<file path="config.mk">
export PLATFORM = sky130hd
export DESIGN_NAME = swdt_top
export DESIGN_NICKNAME = d
export VERILOG_FILES = /design/src/swdt_pkg.sv /design/src/swdt_top.sv
export SDC_FILE = /design/constraint.sdc
export NUM_CORES = 1
export LEC_CHECK = 0
export BUFFER_PORTS_ARGS = -buffer_cell sky130_fd_sc_hd__buf_2
export CAP_MARGIN = 20
export CELL_PAD_IN_SITES_DETAIL_PLACEMENT = 1
export CELL_PAD_IN_SITES_GLOBAL_PLACEMENT = 1
export CORE_MARGIN = 1.5
export CORE_UTILIZATION = 25
export DETAILED_ROUTE_END_ITERATION = 10
export GPL_ROUTABILITY_DRIVEN = 0
export PLACE_DENSITY = 0.51
export SLEW_MARGIN = 5
export SYNTH_ARGS = -nofsm -noshare
export SYNTH_HDL_FRONTEND = slang
export SYNTH_SLANG_ARGS = --single-unit
</file>
<file path="constraint.sdc">
create_clock -name clk_in -period 3.08 [get_ports clk_in]
set_clock_uncertainty 0.2 [all_clocks]
set_input_delay 0.308 -clock clk_in [delete_from_list [all_inputs] [get_ports clk_in]]
set_output_delay 0.308 -clock clk_in [all_outputs]
set_load 0.1 [all_outputs]
</file>
<file path="src/swdt_pkg.sv">
// Package for the system watchdog timer: field layout, codes, counts.
// Assumes a single system clock domain; no bus beyond the control port.
package swdt_pkg;
    localparam int          CNT_W         = 21;
    localparam logic [7:0]  CODE_RELOAD   = 8'ha5;
    localparam logic [7:0]  CODE_DIS_1    = 8'hde;
    localparam logic [7:0]  CODE_DIS_2    = 8'had;
    localparam logic [7:0]  CODE_LOCK     = 8'hff;
    localparam int          DIS_WINDOW    = 4;
    localparam int          IVL_MSB       = 2;
    localparam int          ACTIVE_BIT    = 4;
    localparam int          IVL_GATE_BIT  = 7;
    localparam logic [2:0]  IVL_RESET     = 3'h7;
    localparam logic [2:0]  DIS_CNT_W1    = 3'h1;
    localparam logic        ENABLE_RESET  = 1'b1;
    localparam logic        LOCK_RESET    = 1'b0;
    localparam logic [CNT_W-1:0] CNT_RESET = 21'h000000;
    localparam logic [CNT_W-1:0] CNT_ONE   = 21'h000001;

    typedef enum logic [0:0] {
        SWDT_IDLE  = 1'b0,
        SWDT_ARMED = 1'b1
    } swdt_dis_t;
endpackage : swdt_pkg

</file>
<file path="src/swdt_top.sv">
// System watchdog timer: 21-bit timer with an 8-bit control port.
// Assumes the wr_en_in strobe comes from logic on clk_in; system reset is
// fed back to rst_b_in by the surrounding reset logic.
`timescale 1ns/1ps
`default_nettype none
module swdt_top
    import swdt_pkg::*;
(
    input  wire logic       clk_in,
    input  wire logic       rst_b_in,
    input  wire logic       wr_en_in,
    input  wire logic [7:0] wr_data_in,
    output logic      [7:0] rd_data_out,
    output logic            wdt_reset_req_out,
    output logic            reset_flag_out
);
    import swdt_pkg::*;

    logic                enable_q;
    logic                lock_q;
    logic [2:0]          ivl_q;
    logic [CNT_W-1:0]    cnt_q;
    logic [CNT_W-1:0]    limit;
    swdt_dis_t           dis_q;
    logic [2:0]          dis_cnt_q;
    logic                overflow;
    logic                reload_wr;
    logic                disable_ok;
    logic                flag_q;
    logic                req_q;

    // Limit is 4^(3+n) - 1; n = 7 gives 2^20 - 1, inside 21 bits
    always_comb begin
        limit = CNT_RESET;
        limit = (CNT_ONE << (6 + 2 * ivl_q)) - CNT_ONE;
    end

    assign reload_wr  = wr_en_in && (wr_data_in == CODE_RELOAD);
    // At-or-above, so shrinking the interval cannot skip the limit
    assign overflow   = enable_q && (cnt_q >= limit);
    assign disable_ok = wr_en_in && (wr_data_in == CODE_DIS_2) &&
                        (dis_q == SWDT_ARMED) && !lock_q;

    // Counter
    always_ff @(posedge clk_in) begin
        if (!rst_b_in) begin
            cnt_q <= CNT_RESET;
        end else if (reload_wr || overflow) begin
            cnt_q <= CNT_RESET;
        end else if (enable_q) begin
            cnt_q <= cnt_q + CNT_ONE;
        end
    end

    // Enable state; ff write leaves it alone
    always_ff @(posedge clk_in) begin
        if (!rst_b_in) begin
            enable_q <= ENABLE_RESET;
        end else if (reload_wr) begin
            enable_q <= 1'b1;
        end else if (disable_ok) begin
            enable_q <= 1'b0;
        end
    end

    // Lockout: only a system reset clears it
    always_ff @(posedge clk_in) begin
        if (!rst_b_in) begin
            lock_q <= LOCK_RESET;
        end else if (wr_en_in && wr_data_in == CODE_LOCK) begin
            lock_q <= 1'b1;
        end
    end

    // Interval field, only with bit 7 clear
    always_ff @(posedge clk_in) begin
        if (!rst_b_in) begin
            ivl_q <= IVL_RESET;
        end else if (wr_en_in && !wr_data_in[IVL_GATE_BIT]) begin
            ivl_q <= wr_data_in[IVL_MSB:0];
        end
    end

    // Disable sequencer; window counts cycles since the de write
    always_ff @(posedge clk_in) begin
        if (!rst_b_in) begin
            dis_q     <= SWDT_IDLE;
            dis_cnt_q <= 3'h0;
        end else begin
            case (dis_q)
                SWDT_IDLE: begin
                    if (wr_en_in && wr_data_in == CODE_DIS_1) begin
                        dis_q     <= SWDT_ARMED;
                        dis_cnt_q <= DIS_CNT_W1;
                    end
                end
                SWDT_ARMED: begin
                    if (wr_en_in && wr_data_in == CODE_DIS_1) begin
                        dis_cnt_q <= DIS_CNT_W1;
                    end else if (wr_en_in) begin
                        dis_q <= SWDT_IDLE;
                    end else if (dis_cnt_q == 3'(DIS_WINDOW)) begin
                        dis_q <= SWDT_IDLE;
                    end else begin
                        dis_cnt_q <= dis_cnt_q + 3'h1;
                    end
                end
                default: begin
                    dis_q <= SWDT_IDLE;
                end
            endcase
        end
    end

    // Reset request is registered from overflow and driven out on wdt_reset_req_out
    always_ff @(posedge clk_in) begin
        if (!rst_b_in) begin
            req_q <= 1'b0;
        end else begin
            req_q <= overflow;
        end
    end
    assign wdt_reset_req_out = req_q;

    // Flag survives the reset it caused: sampled at reset
    always_ff @(posedge clk_in) begin
        if (!rst_b_in) begin
            flag_q <= req_q;
        end
    end
    assign reset_flag_out = flag_q;

    always_comb begin
        rd_data_out                 = 8'h00;
        rd_data_out[IVL_MSB:0]      = ivl_q;
        rd_data_out[ACTIVE_BIT]     = enable_q;
    end

    // No disable here: the request itself pulls the reset low
    property p_overflow_req;
        @(posedge clk_in)
        rst_b_in && overflow |=> wdt_reset_req_out;
    endproperty
    a_overflow_req: assert property (p_overflow_req)
        else $error("overflow did not request reset");

    property p_reload;
        @(posedge clk_in) disable iff (!rst_b_in)
        reload_wr |=> (cnt_q == CNT_RESET) && enable_q;
    endproperty
    a_reload: assert property (p_reload)
        else $error("reload did not clear and enable");

    property p_lock_holds;
        @(posedge clk_in) disable iff (!rst_b_in)
        lock_q && enable_q |=> enable_q;
    endproperty
    a_lock_holds: assert property (p_lock_holds)
        else $error("watchdog disabled while locked");

    property p_disable;
        @(posedge clk_in) disable iff (!rst_b_in)
        (!lock_q && wr_en_in && wr_data_in == CODE_DIS_1 && !reload_wr)
        ##1 (wr_en_in && wr_data_in == CODE_DIS_2) |=> !enable_q;
    endproperty
    a_disable: assert property (p_disable)
        else $error("disable pair ignored");

    property p_late_disable;
        @(posedge clk_in) disable iff (!rst_b_in)
        (enable_q && wr_en_in && wr_data_in == CODE_DIS_1)
        ##1 !wr_en_in [*4] |=> (dis_q == SWDT_IDLE);
    endproperty
    a_late_disable: assert property (p_late_disable)
        else $error("disable window stayed open too long");

    property p_ff_no_reload;
        @(posedge clk_in) disable iff (!rst_b_in)
        (wr_en_in && wr_data_in == CODE_LOCK && enable_q && !overflow)
        |=> cnt_q == $past(cnt_q) + CNT_ONE;
    endproperty
    a_ff_no_reload: assert property (p_ff_no_reload)
        else $error("ff write touched the counter");

    property p_status;
        @(posedge clk_in) disable iff (!rst_b_in)
        rd_data_out[ACTIVE_BIT] == enable_q && rd_data_out[7:5] == 3'h0;
    endproperty
    a_status: assert property (p_status)
        else $error("status bit mismatch");

    property p_count;
        @(posedge clk_in) disable iff (!rst_b_in)
        enable_q && !wr_en_in && !overflow |=> cnt_q != CNT_RESET;
    endproperty
    a_count: assert property (p_count)
        else $error("counter did not advance");

    property p_after_reset;
        @(posedge clk_in)
        !rst_b_in |=> enable_q && ivl_q == IVL_RESET && !lock_q;
    endproperty
    a_after_reset: assert property (p_after_reset)
        else $error("bad state after reset");

    property p_req_pulse;
        @(posedge clk_in)
        wdt_reset_req_out |=> !wdt_reset_req_out;
    endproperty
    a_req_pulse: assert property (p_req_pulse)
        else $error("reset request longer than one cycle");

    property p_req_cause;
        @(posedge clk_in)
        !overflow |=> !wdt_reset_req_out;
    endproperty
    a_req_cause: assert property (p_req_cause)
        else $error("reset request without overflow");

    property p_flag_set;
        @(posedge clk_in)
        !rst_b_in && wdt_reset_req_out |=> reset_flag_out;
    endproperty
    a_flag_set: assert property (p_flag_set)
        else $error("watchdog reset did not set flag");

    property p_flag_clear;
        @(posedge clk_in)
        !rst_b_in && !wdt_reset_req_out |=> !reset_flag_out;
    endproperty
    a_flag_clear: assert property (p_flag_clear)
        else $error("other reset left flag set");

    property p_lock_set;
        @(posedge clk_in) disable iff (!rst_b_in)
        wr_en_in && wr_data_in == CODE_LOCK |=> lock_q;
    endproperty
    a_lock_set: assert property (p_lock_set)
        else $error("ff write did not set lockout");

    property p_lock_sticky;
        @(posedge clk_in) disable iff (!rst_b_in)
        lock_q |=> lock_q;
    endproperty
    a_lock_sticky: assert property (p_lock_sticky)
        else $error("lockout cleared without reset");

    property p_ff_no_enable;
        @(posedge clk_in) disable iff (!rst_b_in)
        wr_en_in && wr_data_in == CODE_LOCK && !enable_q |=> !enable_q;
    endproperty
    a_ff_no_enable: assert property (p_ff_no_enable)
        else $error("ff write enabled the watchdog");

    property p_ivl_write;
        @(posedge clk_in) disable iff (!rst_b_in)
        wr_en_in && !wr_data_in[IVL_GATE_BIT]
        |=> ivl_q == $past(wr_data_in[IVL_MSB:0]);
    endproperty
    a_ivl_write: assert property (p_ivl_write)
        else $error("interval write not taken");

    property p_ivl_refused;
        @(posedge clk_in) disable iff (!rst_b_in)
        wr_en_in && wr_data_in[IVL_GATE_BIT] |=> $stable(ivl_q);
    endproperty
    a_ivl_refused: assert property (p_ivl_refused)
        else $error("interval changed by a bit 7 write");

    property p_hold_disabled;
        @(posedge clk_in) disable iff (!rst_b_in)
        !enable_q && !reload_wr |=> !enable_q && $stable(cnt_q);
    endproperty
    a_hold_disabled: assert property (p_hold_disabled)
        else $error("disabled watchdog moved");

    property p_window_open;
        @(posedge clk_in) disable iff (!rst_b_in)
        (!lock_q && wr_en_in && wr_data_in == CODE_DIS_1)
        ##1 !wr_en_in [*3] ##1 (wr_en_in && wr_data_in == CODE_DIS_2)
        |=> !enable_q;
    endproperty
    a_window_open: assert property (p_window_open)
        else $error("disable refused inside window");

    property p_cancel;
        @(posedge clk_in) disable iff (!rst_b_in)
        dis_q == SWDT_ARMED && wr_en_in && wr_data_in != CODE_DIS_1
        |=> dis_q == SWDT_IDLE;
    endproperty
    a_cancel: assert property (p_cancel)
        else $error("other write left disable armed");

    property p_stray_ad;
        @(posedge clk_in) disable iff (!rst_b_in)
        wr_en_in && wr_data_in == CODE_DIS_2 && dis_q == SWDT_IDLE &&
        enable_q |=> enable_q;
    endproperty
    a_stray_ad: assert property (p_stray_ad)
        else $error("lone ad write disabled watchdog");
endmodule : swdt_top
`default_nettype wire

</file>
==> results.json <==
{
  "status": "completed",
  "setup_tns_ps": 0,
  "maxCapViolCount": 0,
  "clk_latency_ps": 290,
  "crit_buf_inv": 1,
  "worstPathArrival_ps": 2730,
  "fin_crit_sh": 0.896,
  "post-route-min-period_ps": 2760,
  "yosysTopAreaCell": "dfxtp_1",
  "layoutNonFillerInstCount": 366,
  "clockBufferDepth": 2,
  "syn-instance-count": 238,
  "final_max_slew_viol_count": 0,
  "n_fill_cell": 923,
  "fmax_ghz": 0.363,
  "cp-end-kind": "flip-flop",
  "wirelength_um": 4670,
  "p_switching_uw": 259,
  "track_usage": 0.121,
  "syn_area_um2": 1990,
  "die-area_um2": 8490,
  "postCtsResizedCells": 0,
  "grt_pass1_vias": 1617,
  "power.density_nw_per_um2": 391,
  "cts-buffers-inserted": 5,
  "crit_family": "simple AND/OR/NAND/NOR gates",
  "grt_setup_unrepaired": "false",
  "yosysMostFrequentCell": "nor2_1",
  "swShare": 0.290,
  "p_total_uw": 892,
  "cts_sinks": 32,
  "cpMaxStageDelayCell": "dfxtp_2",
  "pwr-share-comb": 0.132,
  "synthArstFlopShare": 0,
  "antenna_found_initial": 0,
  "drt_pass1_iterations": 6,
  "numPortBuffers": 16,
  "setup_violations": 0,
  "clkSlewWorstSetupHoldPaths_ps": 70,
  "fp.dieW_um": 92.2,
  "drtIter0Drc": 56,
  "route.detailed.drc": 0,
  "hold_buffers": 0,
  "synth_flop_cell": "dfxtp_1",
  "core_um2": 7730,
  "internal-power_uw": 634,
  "startpoint_type": "flip-flop",
  "routed_via_density": 4.53,
  "cpPeakStageDelay_ps": 400,
  "p_clk_frac": 0.384,
  "min_path_type": "input pin to flip-flop",
  "synth_edf_count": 1,
  "yosys-top-cells-count": "36 x nor2_1, 31 x dfxtp_1, 25 x ha_1",
  "diodes": 0,
  "layout-drive-gt1-share": 0.133,
  "dp_hpwl_um": 3670,
  "layout_setup_ws_ps": 321,
  "grt_max_degree": 19,
  "core.rowCount": 32,
  "critPathMaxFanout": 18,
  "placed_area_um2": 2190,
  "layout.nets": 299,
  "synth.top_cell.area_share": 0.312,
  "critical_path_required_ps": 3060,
  "worstPathCellList": "and2_0, nand3_1, ha_1, nand4_1, nor3_2, a221oi_1, and3_1, a21oi_4, buf_4, nor2_1",
  "ys_seq_area_frac": 0.327,
  "placed_cells": 358,
  "wl_per_cell_um": 12.7,
  "postCtsSetupBuffers": 0,
  "gr-total-overflow": 0,
  "grt_pass1_wl_um": 8130,
  "num_vias": 1657,
  "seqPwrFrac": 0.484,
  "h-tree-depth": 2,
  "leakagePower_nw": 0.974,
  "cts_tree": "yes",
  "avgSynthCellArea_um2": 8.35,
  "ys_seq_elements": 32,
  "final_cell_area_um2": 2280,
  "postRouteAntennaNets": 0,
  "syn_to_final_growth_pct": 14.7,
  "ios": 21,
  "ctsRootBufferMaster": "clkbuf_8",
  "vdd_drop_max_v": 0.000133,
  "die_y_um": 92.2,
  "synth.distinct_cells": 38,
  "synth.area.top_cells": "dfxtp_1 31%, ha_1 16%, nor2_1 6.8%",
  "path_class": "flip-flop to flip-flop",
  "start_util": 0.257,
  "finalHoldViolCount": 0,
  "yosysWarnings": 0,
  "dp_slack_ps": 297
}
-- routing by layer --
| layer | global-route usage | wire length, um | up-vias |
|---|---|---|---|
| met4 | 0.0385 | 61 | 0 |
| met2 | 0.183 | 2050 | 28 |
| met1 | 0.166 | 2360 | 759 |
| met5 | 0 | 0 | - |
| met3 | 0.0348 | 198 | 7 |
| li1 | - | - | 863 |
-- cells in the final DEF (no fill, tap or decap), drive strengths merged --
cell	netlist	layout
o21ai	8	8
nand4	10	10
clkbuf	2	6
and2	2	2
conb	2	9
nor2b	2	2
mux2i	2	2
a41oi	1	1
or2	1	1
nand3	12	12
and4bb	1	1
a21oi	14	14
inv	9	9
a21o	1	1
xor2	11	11
nor3b	1	1
nor2	36	36
a221oi	1	1
and3b	1	1
ha	25	25
a22oi	1	1
dfxtp	31	31
a211oi	3	3
clkinv	0	2
and4	2	2
buf	7	20
or3	1	1
edfxtp	1	1
xnor2	8	8
nand2	21	21
and3	7	7
o211ai	2	2
nand2b	6	6
nor3	6	6
-- per-stage QoR --
step,hold slack [ps],util
final,46.7,0.295
after global placement,223,0.283
after CTS,35.6,0.295
after floorplan,170,-
after global routing,41.9,0.295
after detailed placement,228,0.283
-- layout make-up --
type | instances | area (um2) | share of cell area
Multi-Input combinational cell | 195 | 1260 | 0.553
Clock inverter | 2 | 10.0 | 0.00439
Timing Repair Buffer | 20 | 110 | 0.0483
Inverter | 9 | 33.8 | 0.0148
Sequential cell | 32 | 654 | 0.287
Tap cell | 102 | 128 | 0.0560
Clock buffer | 6 | 82.6 | 0.0362
-- kinds of logic (layout without fill, tap and decap cells) --
group	count (synthesis)	count (layout)	share of synthesized area
AOI/OAI and AO/OA	31	31	0.0963
xor gates and xnor gates	19	19	0.0838
adders and majority gates	25	25	0.157
buffers and inverters	18	37	0.0510
DFF	32	32	0.327
muxes	2	2	0.0101
other	2	9	0.00378
and+or+nand+nor	109	109	0.270
-- power groups by stage --
stage | Clock (mW) | Sequential [mW] | Combinational (mW)
after global placement | 0 | 0.442 | 0.117
after global routing | 0.377 | 0.434 | 0.133
after floorplan | 0 | 0.457 | 0.0791
final | 0.343 | 0.432 | 0.118
after detailed placement | 0 | 0.442 | 0.117
after CTS | 0.359 | 0.432 | 0.117
-- state kept, by name (all words and copies together) (netlist names) --
| register | count |
|---|---|
| reset_flag_out | 1 |
| enable_q | 1 |
| lock_q | 1 |
| cnt_q | 21 |
| ivl_q | 3 |
| dis_q | 1 |
| wdt_reset_req_out | 1 |
| dis_cnt_q | 3 |
-- worst paths after layout --
kind	from	endpoint	slack (ps)	cells after the start
hold / removal	rst_b_in	ivl_q[0]$_SDFFE_PN1P_	50	2
hold reg to reg	wdt_reset_req_out$_SDFF_PN0_	reset_flag_out$_DFFE_PN_	240	0
setup reg to reg	ivl_q[1]$_SDFFE_PN1P_	cnt_q[15]$_SDFFE_PP0P_	320	10
setup / recovery	ivl_q[1]$_SDFFE_PN1P_	cnt_q[15]$_SDFFE_PP0P_	320	10
Note: power is estimated with default switching activity, not from simulation.
